<file path="config.mk">
export PLATFORM = sky130hd
export DESIGN_NAME = adc_shared_core_trigger_control
export DESIGN_NICKNAME = d
export VERILOG_FILES = /design/src/hw/adc_ctrl_pkg.sv /design/src/hw/adc_shared_core_trigger_control.sv
export VERILOG_INCLUDE_DIRS = /design/src /design/src/hw
export SDC_FILE = /design/constraint.sdc
export NUM_CORES = 1
export LEC_CHECK = 0
export CAP_MARGIN = 20
export CORE_UTILIZATION = 60
export CTS_BUF_LIST = sky130_fd_sc_hd__clkbuf_4
export CTS_CLUSTER_DIAMETER = 100
export CTS_CLUSTER_SIZE = 28
export DETAILED_ROUTE_END_ITERATION = 7
export DONT_BUFFER_PORTS = 1
export PLACE_DENSITY_LB_ADDON = 0.2
export RECOVER_POWER = 50
export SETUP_SLACK_MARGIN = 0.2
export SLEW_MARGIN = 20
export SYNTH_ARGS = -nofsm -noshare
export SYNTH_HDL_FRONTEND = slang
export SYNTH_SLANG_ARGS = --single-unit
</file>
<file path="constraint.sdc">
create_clock -name MCLK -period 6.2 [get_ports MCLK]
set_input_delay 1.24 -clock MCLK [delete_from_list [all_inputs] [get_ports MCLK]]
set_output_delay 1.24 -clock MCLK [all_outputs]
set_load 0.05 [all_outputs]
</file>
<file path="src/hw/adc_ctrl_cfg.svh">
`ifndef ADC_CTRL_CFG_SVH
`define ADC_CTRL_CFG_SVH

// register byte addresses
`define ADDR_TIMING 4'h0
`define ADDR_REFSAMP 4'h4
`define ADDR_TRIGSUSP 4'h8
`define ADDR_RESOLUTION 4'hC

// timing control fields
`define BIT_REF_READY_IE 15
`define BIT_REF_ERROR_IE 14
`define BIT_EARLY_IE 12
`define BIT_SEQ_REQ_EN 11
`define MASK_TIMING 16'hDF7F

// reference status / sample time fields
`define BIT_REF_READY 15
`define BIT_REF_ERROR 14
`define MASK_SAMPLE 16'h03FF

// trigger and suspend fields
`define BIT_SUSPEND 12
`define BIT_SUSP_IE 11
`define BIT_SUSPENDED 10
`define BIT_DIRECT_SAMP 9
`define BIT_INDIV_TRIG 8
`define BIT_LEVEL_TRIG 7
`define BIT_COMMON_TRIG 6
`define MASK_TRIGSUSP 16'hFBFF

// resolution register reset is 12-bit
`define RESOLUTION_RESET 2'h3

`endif

</file>
<file path="src/hw/adc_ctrl_pkg.sv">
package adc_ctrl_pkg;
    // shared core sequencing states, gray from idle to sample to convert
    typedef enum logic [1:0]
    {
        ST_IDLE = 2'b00,
        ST_SAMPLE = 2'b01,
        ST_CONVERT = 2'b11
    } core_state_t;
    typedef enum logic [1:0]
    {
        RES_6 = 2'b00,
        RES_8 = 2'b01,
        RES_10 = 2'b10,
        RES_12 = 2'b11
    } resolution_t;
endpackage : adc_ctrl_pkg

</file>
<file path="src/hw/adc_shared_core_trigger_control.sv">
// Summary of operation
// - ready enable raises common irq on ready
// - error enable raises common irq on error
// - channel irq from early or ready flag
// - sequencer requests pass only when enabled
// - early flag n+1 core clocks before data
// - core period is twice divider, minimum two
// - sample time is field plus two periods
// - ready flag mirrors band gap ready
// - error flag sets on loss while enabled
// - suspend blocks all new triggers
// - suspended flag when suspend and idle
// - suspend enable raises irq when suspended
// - direct sampling holds selected channel sampling
// - individual trigger bit self-clears after pulse
// - level trigger fires continuously while set
// - common trigger bit single pulse, self-clears
// - channel select names individual trigger channel
// - unimplemented bits read zero, ignore writes
// - resolution codes select 12/10/8/6 bits
// - source clock divides into core clock
`timescale 1ns/1ps
`default_nettype none
`include "adc_ctrl_cfg.svh"

module adc_shared_core_trigger_control #(
    parameter int CONV_BITS_12 = 13
)(
    // clock and reset
    input wire logic MCLK,
    input wire logic RESETN,
    // avalon-mm slave
    input wire logic [3:0] ADDRESS,
    input wire logic READ,
    input wire logic WRITE,
    input wire logic [31:0] WRITEDATA,
    input wire logic [3:0] BYTEENABLE,
    output logic [31:0] READDATA,
    output logic WAITREQUEST,
    // analog side status (asynchronous)
    input wire logic BANDGAP_READY,
    input wire logic MODULE_ENABLE,
    input wire logic [23:0] CHANNEL_EARLY_FLAG,
    input wire logic [23:0] CHANNEL_RESULT_READY,
    input wire logic DEDICATED_BUSY,
    // sequencer request (same clock)
    input wire logic SEQ_REQUEST,
    // trigger and core outputs
    output logic [23:0] CHANNEL_IRQ,
    output logic COMMON_IRQ,
    output logic INDIV_TRIGGER,
    output logic COMMON_TRIGGER,
    output logic LEVEL_TRIGGER,
    output logic SEQ_TRIGGER,
    output logic [5:0] TRIGGER_CHANNEL,
    output logic DIRECT_SAMPLING,
    output logic [2:0] REFERENCE_SELECT,
    output logic CORE_CLOCK_TICK,
    output logic CORE_SAMPLING,
    output logic CORE_EARLY,
    output logic CORE_DATA_READY
);

    logic [15:0] timing_reg;
    logic [9:0] sample_time;
    logic [15:0] trig_reg;
    logic [1:0] resolution;
    logic ref_error;
    logic [1:0] sync_ready;
    logic [1:0] sync_enable;
    logic [1:0] sync_busy;
    logic [23:0] sync_early_a;
    logic [23:0] sync_early;
    logic [23:0] sync_rdy_a;
    logic [23:0] sync_rdy;
    logic [23:0] rdy_prev;
    logic susp_prev;
    logic ready_prev;
    logic irq_pending;
    logic [7:0] div_count;
    logic [10:0] phase_count;
    adc_ctrl_pkg::core_state_t state;
    logic [15:0] wr_lo;

    // bus decode; every access answers in the same cycle
    wire wr_timing = WRITE && ADDRESS == `ADDR_TIMING;
    wire wr_refsamp = WRITE && ADDRESS == `ADDR_REFSAMP;
    wire wr_trig = WRITE && ADDRESS == `ADDR_TRIGSUSP;
    wire wr_res = WRITE && ADDRESS == `ADDR_RESOLUTION;
    assign WAITREQUEST = 1'b0;

    // byte-lane merge on the low half-word
    function automatic logic [15:0] merge(input logic [15:0] old, input logic [15:0] nw, input logic [1:0] be);
        merge = {be[1] ? nw[15:8] : old[15:8], be[0] ? nw[7:0] : old[7:0]};
    endfunction : merge

    always_comb
    begin
        wr_lo = 16'h0000;
        if (wr_timing)
            wr_lo = merge(timing_reg, WRITEDATA[15:0], BYTEENABLE[1:0]);
        else if (wr_refsamp)
            wr_lo = merge({6'h00, sample_time}, WRITEDATA[15:0], BYTEENABLE[1:0]);
        else if (wr_trig)
            wr_lo = merge(trig_reg, WRITEDATA[15:0], BYTEENABLE[1:0]);
        else if (wr_res)
            wr_lo = merge({14'h0000, resolution}, WRITEDATA[15:0], BYTEENABLE[1:0]);
    end

    // status synchronisers, two stages each
    always_ff @(posedge MCLK or negedge RESETN)
    begin
        if (!RESETN)
        begin
            sync_ready <= 2'h0;
            sync_enable <= 2'h0;
            sync_busy <= 2'h0;
            sync_early_a <= 24'h000000;
            sync_early <= 24'h000000;
            sync_rdy_a <= 24'h000000;
            sync_rdy <= 24'h000000;
        end
        else
        begin
            sync_ready <= {sync_ready[0], BANDGAP_READY};
            sync_enable <= {sync_enable[0], MODULE_ENABLE};
            sync_busy <= {sync_busy[0], DEDICATED_BUSY};
            sync_early_a <= CHANNEL_EARLY_FLAG;
            sync_early <= sync_early_a;
            sync_rdy_a <= CHANNEL_RESULT_READY;
            sync_rdy <= sync_rdy_a;
        end
    end

    wire ref_ready = sync_ready[1];
    wire suspended = trig_reg[`BIT_SUSPEND] && !sync_busy[1] && state == adc_ctrl_pkg::ST_IDLE;
    wire trig_gate = !trig_reg[`BIT_SUSPEND];

    // software registers; unimplemented bits masked out
    always_ff @(posedge MCLK or negedge RESETN)
    begin
        if (!RESETN)
        begin
            timing_reg <= 16'h0000;
            sample_time <= 10'h000;
            trig_reg <= 16'h0000;
            resolution <= `RESOLUTION_RESET;
        end
        else
        begin
            if (wr_timing)
                timing_reg <= wr_lo & `MASK_TIMING;
            if (wr_refsamp)
                sample_time <= wr_lo[9:0];
            if (wr_res)
                resolution <= wr_lo[1:0];
            if (wr_trig)
                trig_reg <= wr_lo & `MASK_TRIGSUSP;
            else
                trig_reg <= trig_reg & ~16'h0140; // one-cycle self-clear
        end
    end

    // reference error latches on loss while enabled; cleared when module disabled
    always_ff @(posedge MCLK or negedge RESETN)
    begin
        if (!RESETN)
        begin
            ref_error <= 1'b0;
            ready_prev <= 1'b0;
            susp_prev <= 1'b0;
            rdy_prev <= 24'h000000;
        end
        else
        begin
            ready_prev <= ref_ready;
            susp_prev <= suspended;
            rdy_prev <= sync_rdy;
            if (sync_enable[1] && ready_prev && !ref_ready)
                ref_error <= 1'b1;
            else if (!sync_enable[1])
                ref_error <= 1'b0;
        end
    end

    // common interrupt events, one-cycle pulses
    wire ev_ready = timing_reg[`BIT_REF_READY_IE] && ref_ready && !ready_prev;
    wire ev_error = timing_reg[`BIT_REF_ERROR_IE] && sync_enable[1] && ready_prev && !ref_ready;
    wire ev_susp = trig_reg[`BIT_SUSP_IE] && suspended && !susp_prev;

    always_ff @(posedge MCLK or negedge RESETN)
    begin
        if (!RESETN)
            irq_pending <= 1'b0;
        else
            irq_pending <= ev_ready || ev_error || ev_susp;
    end
    assign COMMON_IRQ = irq_pending;

    // per-channel interrupt source select
    genvar g;
    generate
        for (g = 0; g < 24; g++)
        begin : g_chan
            assign CHANNEL_IRQ[g] = timing_reg[`BIT_EARLY_IE] ? sync_early[g] : (sync_rdy[g] && !rdy_prev[g]);
        end
    endgenerate

    // trigger outputs, the four trigger pulses gated by suspend
    assign INDIV_TRIGGER = trig_reg[`BIT_INDIV_TRIG] && trig_gate;
    assign COMMON_TRIGGER = trig_reg[`BIT_COMMON_TRIG] && trig_gate;
    assign LEVEL_TRIGGER = trig_reg[`BIT_LEVEL_TRIG] && trig_gate;
    assign SEQ_TRIGGER = SEQ_REQUEST && timing_reg[`BIT_SEQ_REQ_EN] && trig_gate;
    assign TRIGGER_CHANNEL = trig_reg[5:0];
    assign DIRECT_SAMPLING = trig_reg[`BIT_DIRECT_SAMP];
    assign REFERENCE_SELECT = trig_reg[15:13];

    // accepted trigger restarts the divider, so sampling spans whole core periods
    wire start = (INDIV_TRIGGER || COMMON_TRIGGER || LEVEL_TRIGGER || SEQ_TRIGGER) && !DIRECT_SAMPLING;
    wire restart = start && state == adc_ctrl_pkg::ST_IDLE;

    // core clock divider: period 2*max(field,1) source cycles
    wire [7:0] div_period = (timing_reg[6:0] < 7'h02) ? 8'h02 : {timing_reg[6:0], 1'b0};
    wire tick = div_count == div_period - 8'h01;
    always_ff @(posedge MCLK or negedge RESETN)
    begin
        if (!RESETN)
            div_count <= 8'h00;
        else
            div_count <= (tick || restart) ? 8'h00 : div_count + 8'h01;
    end
    assign CORE_CLOCK_TICK = tick;

    // conversion length in core clocks by resolution
    wire [10:0] conv_len = 11'(CONV_BITS_12) - {8'h00, (~resolution), 1'b0};
    wire [10:0] sample_len = {1'b0, sample_time} + 11'h002;

    // shared core sequencer: sample, then convert
    always_ff @(posedge MCLK or negedge RESETN)
    begin
        if (!RESETN)
        begin
            state <= adc_ctrl_pkg::ST_IDLE;
            phase_count <= 11'h000;
        end
        else
        begin
            case (state)
                adc_ctrl_pkg::ST_IDLE:
                    if (start)
                    begin
                        state <= adc_ctrl_pkg::ST_SAMPLE;
                        phase_count <= 11'h000;
                    end
                adc_ctrl_pkg::ST_SAMPLE:
                    if (tick)
                    begin
                        if (phase_count == sample_len - 11'h001)
                        begin
                            state <= adc_ctrl_pkg::ST_CONVERT;
                            phase_count <= 11'h000;
                        end
                        else
                            phase_count <= phase_count + 11'h001;
                    end
                adc_ctrl_pkg::ST_CONVERT:
                    if (tick)
                    begin
                        if (phase_count == conv_len - 11'h001)
                            state <= adc_ctrl_pkg::ST_IDLE;
                        else
                            phase_count <= phase_count + 11'h001;
                    end
                default:
                    state <= adc_ctrl_pkg::ST_IDLE;
            endcase
        end
    end

    // early flag n+1 core clocks before data ready
    wire [10:0] early_at = conv_len - {7'h00, 1'b0, timing_reg[10:8]} - 11'h001;
    assign CORE_SAMPLING = state == adc_ctrl_pkg::ST_SAMPLE || DIRECT_SAMPLING;
    assign CORE_EARLY = state == adc_ctrl_pkg::ST_CONVERT && tick && phase_count == early_at - 11'h001;
    assign CORE_DATA_READY = state == adc_ctrl_pkg::ST_CONVERT && tick && phase_count == conv_len - 11'h001;

    // register read mux
    always_comb
    begin
        READDATA = 32'h00000000;
        case (ADDRESS)
            `ADDR_TIMING: READDATA[15:0] = timing_reg;
            `ADDR_REFSAMP: READDATA[15:0] = {ref_ready, ref_error, 4'h0, sample_time};
            `ADDR_TRIGSUSP: READDATA[15:0] = {trig_reg[15:11], suspended, trig_reg[9:0]};
            `ADDR_RESOLUTION: READDATA[1:0] = resolution;
            default: READDATA = 32'h00000000;
        endcase
    end

    // assertions
    property p_sw_pulse;
        @(posedge MCLK) disable iff (!RESETN)
        trig_reg[`BIT_COMMON_TRIG] |=> !trig_reg[`BIT_COMMON_TRIG] || $past(wr_trig);
    endproperty
    a_sw_pulse: assert property (p_sw_pulse) else $error("common trigger held");

    property p_suspend_block;
        @(posedge MCLK) disable iff (!RESETN)
        trig_reg[`BIT_SUSPEND] |-> !(INDIV_TRIGGER || COMMON_TRIGGER || LEVEL_TRIGGER || SEQ_TRIGGER);
    endproperty
    a_suspend_block: assert property (p_suspend_block) else $error("trigger while suspended");

    property p_seq_gate;
        @(posedge MCLK) disable iff (!RESETN)
        SEQ_TRIGGER |-> timing_reg[`BIT_SEQ_REQ_EN];
    endproperty
    a_seq_gate: assert property (p_seq_gate) else $error("sequencer request not enabled");

    property p_susp_irq;
        @(posedge MCLK) disable iff (!RESETN)
        (trig_reg[`BIT_SUSP_IE] && suspended && !susp_prev) |=> COMMON_IRQ;
    endproperty
    a_susp_irq: assert property (p_susp_irq) else $error("suspend irq missing");

    property p_div_period;
        @(posedge MCLK) disable iff (!RESETN)
        (tick && $stable(timing_reg)) |-> div_count == div_period - 8'h01 && div_period >= 8'h02;
    endproperty
    a_div_period: assert property (p_div_period) else $error("core clock period wrong");

    property p_suspended;
        @(posedge MCLK) disable iff (!RESETN)
        suspended |-> state == adc_ctrl_pkg::ST_IDLE && trig_reg[`BIT_SUSPEND];
    endproperty
    a_suspended: assert property (p_suspended) else $error("suspended while busy");

    property p_ref_irq;
        @(posedge MCLK) disable iff (!RESETN)
        $rose(ref_ready) && timing_reg[`BIT_REF_READY_IE] |=> COMMON_IRQ;
    endproperty
    a_ref_irq: assert property (p_ref_irq) else $error("ready irq missing");

    property p_ref_err;
        @(posedge MCLK) disable iff (!RESETN)
        (sync_enable[1] && $fell(ref_ready)) |=> ref_error;
    endproperty
    a_ref_err: assert property (p_ref_err) else $error("error flag not set");

    property p_indiv_pulse;
        @(posedge MCLK) disable iff (!RESETN)
        INDIV_TRIGGER |=> !INDIV_TRIGGER || $past(wr_trig);
    endproperty
    a_indiv_pulse: assert property (p_indiv_pulse) else $error("individual trigger held");

    property p_err_irq;
        @(posedge MCLK) disable iff (!RESETN)
        (timing_reg[`BIT_REF_ERROR_IE] && sync_enable[1] && $fell(ref_ready)) |=> COMMON_IRQ;
    endproperty
    a_err_irq: assert property (p_err_irq) else $error("error irq missing");

    property p_start_samples;
        @(posedge MCLK) disable iff (!RESETN)
        restart |=> CORE_SAMPLING;
    endproperty
    a_start_samples: assert property (p_start_samples) else $error("trigger did not start sampling");

    property p_ready_ends;
        @(posedge MCLK) disable iff (!RESETN)
        CORE_DATA_READY |=> state == adc_ctrl_pkg::ST_IDLE;
    endproperty
    a_ready_ends: assert property (p_ready_ends) else $error("core busy after data ready");

endmodule : adc_shared_core_trigger_control
`default_nettype wire

</file>
==> out/qor.yml, run 1 <==
clocking:
  cts-hold-fix-buffers: 0
  cts.clk_slew.worst_paths_ns: 0.16
  cts_sinks: 192
  cts_resized: 0
  tritoncts: "yes"
  cts_root_buffer: "clkbuf_4"
  cts_max_path_buffers: 2
  postCtsSetupRepairBufs: 0
  cts-htree-levels: 4
  clk_latency_ns: 0.58
  cts_made_buffers: 17
place:
  numPortBuffers: 0
  hpwl_um: 10700
  dpl_cell_area_mm2: 0.00794
  pre_cts_ws_ns: 1.91
  place_congestion: 0.895
die:
  initial_core_util_pct: 62.2
  rows: 41
  ioPinCount: 172
  dieArea_mm2: 0.0137
  coreArea_mm2: 0.0127
  die_h_um: 117
  dieWidth_um: 117
worst_setup_path:
  arrival_ns: 3.73
  crit_required_ns: 4.96
  startpoint_type: "register"
  cp_max_fo: 9
  cp-end-kind: "primary output"
  critPathKind: "register to primary output"
logic_synthesis:
  yosysMostFrequentCell: "dfrtp_1"
  ys_seq_area_share_pct: 60.8
  synthTopCellsByArea: "dfrtp_1 60%, mux2_2 4.3%, nand2_1 3.7%, o21ai_0 3.0%, buf_4 2.5%"
  yosys.area.top_type: "dfrtp_1"
  yosysTopAreaCellShare_pct: 60.1
  synth_flop_cell: "dfrtp_1"
  netlist_top_cells_count: "190 x dfrtp_1, 77 x nand2_1, 48 x o21ai_0"
  synthesis.area_mm2: 0.00791
  synth-seq-cells: 192
  async_flop_share_pct: 100
  ys_types: 60
  avgSynthCellArea_um2: 11.5
  synth_enable_flop_cells: 0
  yosysWarnings: 0
  synthCells: 688
pwr:
  p_leak_nw: 3.59
  powerDensity_mw_per_mm2: 347
  worst_ir_drop_vdd_mv: 0.238
final_layout:
  drive_gt1_share_pct: 11.9
  final_area_mm2: 0.00821
  final_nets: 775
  n_antenna_cell: 0
  syn_to_final_growth_pct: 3.75
detailed_routing:
  drc: 0
  wl_per_cell_um: 17.7
  wl_um: 15100
  postRouteAntennaNets: 0
  drt_iter0_markers: 275
  firstDrtPassIters: 5
  vias: 4908
  viasPerCell: 5.74
sta:
  rsz0062_at_grt: "no"
  worst_pin_slew_ns: 1.14
  fin_setup_tns_ns: 0
  fin_skew_ns: 0.0200
  finalCritPeriodShare_pct: 80.1
  setup_viol: 0
  slew_headroom_pct: 23.7
  max_freq_mhz: 201
  slew_viol_final: 0
  fin_ws_ns: 1.23
  hold_viol: 0
  post-route-min-period_ns: 4.97
outcome:
  outcome: "complete, no violations"
grt:
  overflow: 0
  track_usage_pct: 23.8
  grt_max_degree: 193
  grt_pass1_wl_um: 23900
  antenna_found_initial: 0
  grt_pass1_vias: 4736
flow_run:
  cap_violations: 0
min_path:
  min_path_type: "input pin to asynchronous set/reset pin"
routing by layer:
metal  GRT usage (%)  vias up  share of wire (%)
met2            39.5      175                 50
met5               0        -                  0
met1            28.4     2390                 40
met3            8.60       32                7.8
met4            9.87        0                2.1
li1                -     2311                  -
path summary, 6_finish.rpt:
check / endpoint / cells past startpoint / slack (ns) / startpoint
max in group asynchronous: resolution[1] / 0 / 5.52 / RESETN
worst min-delay path: div_count[5] / 0 / 0.33 / RESETN
worst max-delay path: CORE_EARLY / 9 / 1.23 / timing_reg[5]
min in group MCLK: sync_rdy[19] / 0 / 0.35 / sync_rdy_a[19]
worst min register to register: sync_rdy[19] / 0 / 0.35 / sync_rdy_a[19]
worst max register to register: phase_count[4] / 10 / 3.00 / timing_reg[5]
kinds of logic after synthesis:
| logic type | share of synthesized area [%] |
|---|---|
| compound gates | 9.90 |
| xor+xnor | 3.21 |
| fa+ha+maj | 1.52 |
| buf+inv | 4.97 |
| flops | 60.8 |
| mux | 5.03 |
| other cells | 0.0474 |
| simple gates | 14.6 |
layout make-up:
class	instances	area (um^2)
Timing Repair Buffer	6	45.0
Fill cell	990	4510
Multi-Input combinational cell	437	2810
Inverter	16	60.1
Clock buffer	18	135
Clock inverter	14	139
Sequential cell	192	4810
Tap cell	172	215
metrics by stage:
| step | cells | total power, mW | util, % | hold WS, ns |
|---|---|---|---|---|
| after CTS | 855 | 2.87 | 64.5 | 0.275 |
| after detailed placement | 823 | 2.23 | 62.4 | 0.335 |
| after global routing | 855 | 3.01 | 64.5 | 0.265 |
| final | 855 | 2.85 | 64.5 | 0.328 |
| after floorplan | 704 | 2.13 | - | 0.331 |
| after global placement | 823 | 2.20 | 62.4 | 0.331 |
power breakdown:
part	total, mW	switching, mW	internal [mW]	leakage, nW
clock	0.638	0.452	0.186	0.146
combinational	0.651	0.405	0.246	1.16
sequential	1.56	0.188	1.37	2.28
total	2.85	1.04	1.81	3.59
layout by cell type, fill, tap and decap left out, drive strengths merged, types with 6 or more instances in the layout:
| cell type | n |
|---|---|
| dfrtp | 190 |
| nand3 | 30 |
| a211o | 8 |
| a22oi | 15 |
| o21ai | 48 |
| mux2i | 6 |
| and3 | 6 |
| conb | 17 |
| nor2b | 7 |
| mux2 | 30 |
| nor4 | 12 |
| nor3 | 10 |
| a21oi | 8 |
| a31oi | 6 |
| xor2 | 14 |
| xnor2 | 15 |
| nor2 | 31 |
| ha | 8 |
| inv | 25 |
| nand2b | 28 |
| nand2 | 77 |
| buf | 6 |
| clkbuf | 18 |
critical path, stage by stage (launching register included):
cell	delay [ns]
dfrtp_1	0.56
nor2_1	0.12
a31oi_1	0.20
ha_1	0.19
nand2b_1	0.13
nor4_1	0.37
o32ai_1	0.19
a221oi_2	0.45
nand2_1	0.20
nor3_2	0.74
No activity file was read; power rests on OpenSTA's default activity.
==> run 2, diff against run 1 <==
CORE_UTILIZATION = 59   (was 60)
clock period = 4.4 ns   (was 6.2 ns; I/O delays follow)
==> out/qor.yml, run 2 (same netlist as run 1, synthesis figures left out) <==
grt:
  grt_max_degree: 193  # unchanged
  track_usage_pct: 24.1  # +0.28 points
  antenna_found_initial: 2  # +2
  overflow: 0  # unchanged
  grt_pass1_vias: 5035  # +6.3%
  grt_pass1_wl_um: 25700  # +7.5%
pwr:
  p_leak_nw: 3.67  # +2.2%
  worst_ir_drop_vdd_mv: 0.510  # +110%
  totalPowerFinal_mw: 4.18  # +47%
  powerDensity_mw_per_mm2: 498  # +43%
worst_setup_path:
  crit_start: "resolution[0]"
  r2r_slack_ns: 1.38  # -1.62 ns
  startpoint_type: "register"
  critPathBufInv: 4  # +4
  cp-end-kind: "primary output"
  arrival_ns: 3.15  # -0.58 ns
  rr_endpoint: "phase_count[1]"
  critPathKind: "register to primary output"
  path_cells: "inv_1, ha_4, inv_1, fa_1, inv_1, ha_1, xnor2_1, nor3_1, nand4_1, nor3_2, buf_6"
  crit_required_ns: 3.52  # -1.44 ns
  crit_top_cell: "inv_1"
  crit_path_max_incr_delay_ns: 0.58  # -0.16 ns
  path_depth: 11  # +2
  critical_path.slowest_cell: "dfstp_2"
  cp_max_fo: 3  # -6
  rr_startpoint: "timing_reg[3]"
  reg2reg_depth: 11  # +1
  cp-endpoint: "CORE_EARLY"
  critical-path-top-delay-family: "adder cells"
sta:
  worst_pin_slew_ns: 1.06  # -0.0804 ns
  fin_skew_ns: 0.0178  # -0.00216 ns
  fin_setup_tns_ns: 0  # unchanged
  finalCritPeriodShare_pct: 91.5
  setup_viol: 0  # unchanged
  max_freq_mhz: 248
  hold_viol: 59  # +59
  rsz0062_at_grt: "no"
  slew_headroom_pct: 29.0  # +5.4 points
  hold_ws_ns: -0.0309  # -0.359 ns
  fin_ws_ns: 0.374  # -0.858 ns
  slew_viol_final: 0  # unchanged
  post-route-min-period_ns: 4.03
die:
  coreArea_mm2: 0.0128  # +0.81%
  dieArea_mm2: 0.0139  # +1.7%
  die_h_um: 118  # +0.83%
  initial_core_util_pct: 61.7  # -0.50 points
  ioPinCount: 172  # unchanged
  dieWidth_um: 118  # +0.83%
  rows: 41  # unchanged
detailed_routing:
  firstDrtPassIters: 5  # unchanged
  wl_um: 15800  # +4.1%
  drt_iter0_markers: 374  # +36%
  vias: 5041  # +2.7%
  drc: 0  # unchanged
  postRouteAntennaNets: 0  # unchanged
  wl_per_cell_um: 18.2  # +2.6%
  viasPerCell: 5.81  # +1.2%
final_layout:
  layout_commonest_cell: "dfrtp_1"
  drive_gt1_share_pct: 14.4  # +2.5 points
  syn_to_final_growth_pct: 6.18
  final_nets: 786  # +1.4%
  utilization_pct: 65.5  # +0.99 points
  layout_common_cells: "186 x dfrtp_1, 76 x nand2_1, 31 x nor2_1"
clocking:
  cts_made_buffers: 17  # unchanged
  cts.clk_slew.worst_paths_ns: 0.17  # about the same
  cts_max_path_buffers: 2  # unchanged
  cts-htree-levels: 4  # unchanged
  tritoncts: "yes"
  cts_root_buffer: "clkbuf_4"
  cts_sinks: 192  # unchanged
  clk_latency_ns: 0.57  # about the same
min_path:
  min_path_type: "input pin to asynchronous set/reset pin"
place:
  pre_cts_ws_ns: 0.849  # -1.06 ns
  hpwl_um: 11000  # +2.7%
  numPortBuffers: 0  # unchanged
  place_congestion: 0.912  # +2.0%
flow_run:
  cap_violations: 0  # unchanged
outcome:
  outcome: "finished with violations"
  violations: "negative hold slack"
run 2: changes by cell type in the layout (fill, tap and decap cells not counted), sizes merged:
cell | previous run | this run
buf | 6 | 17
clkinv | 3 | 7
inv | 25 | 22
diode | 0 | 2
bufinv | 0 | 1
clkbuf | 18 | 17
clkinvlp | 2 | 1
run 2: worst min-delay path by stage:
stage | slack (ns) | from | endpoint | cells after the start
after floorplan | 0.33 | sync_busy[0] | sync_busy[1] | 0
after global placement | 0.33 | sync_early_a[20] | sync_early[20] | 0
after detailed placement | 0.33 | sync_early_a[15] | sync_early[15] | 0
after CTS | -0.08 | RESETN | trig_reg[14] | 0
after global routing | -0.11 | RESETN | trig_reg[14] | 0
final | -0.03 | RESETN | div_count[4] | 0
run 2: metrics by stage:
step	instances	instance area [um^2]
floorplan	704	7970
global placement	832	8000
detailed placement	832	8000
CTS	864	8340
global route	868	8400
finish	868	8400
run 2: metal layers:
layer | vias up | GRT usage [%] | wire (um)
met5 | - | 0 | 0
met4 | 0 | 9.38 | 293
met2 | 199 | 40.0 | 7990
met3 | 28 | 8.19 | 1300
li1 | 2332 | - | -
met1 | 2482 | 29.0 | 6170
run 2: cell type report:
cell class              instances  area, um^2
clock buffers                  17         128
inverters                      16        63.8
flip-flops and latches        192        4810
repair buffers                 17         131
fillers                       946        4420
multi-input cells             437        2840
diodes                          2        5.00
well taps                     172         215
clock inverters                15         209
run 2: timing repair:
item	4_1_cts	5_1_grt
pin swaps	0	4
endpoints found under the setup margin	1	3
endpoints found under the hold margin	190	190
resized for setup	1	10
buffers inserted	0	2
run 2: where the power goes:
| group | total (mW) | switching [mW] | internal (mW) | leakage [nW] |
|---|---|---|---|---|
| sequential | 2.21 | 0.267 | 1.94 | 2.28 |
| clock | 1.01 | 0.681 | 0.333 | 0.177 |
| combinational | 0.964 | 0.593 | 0.371 | 1.21 |
| total | 4.18 | 1.54 | 2.64 | 3.67 |
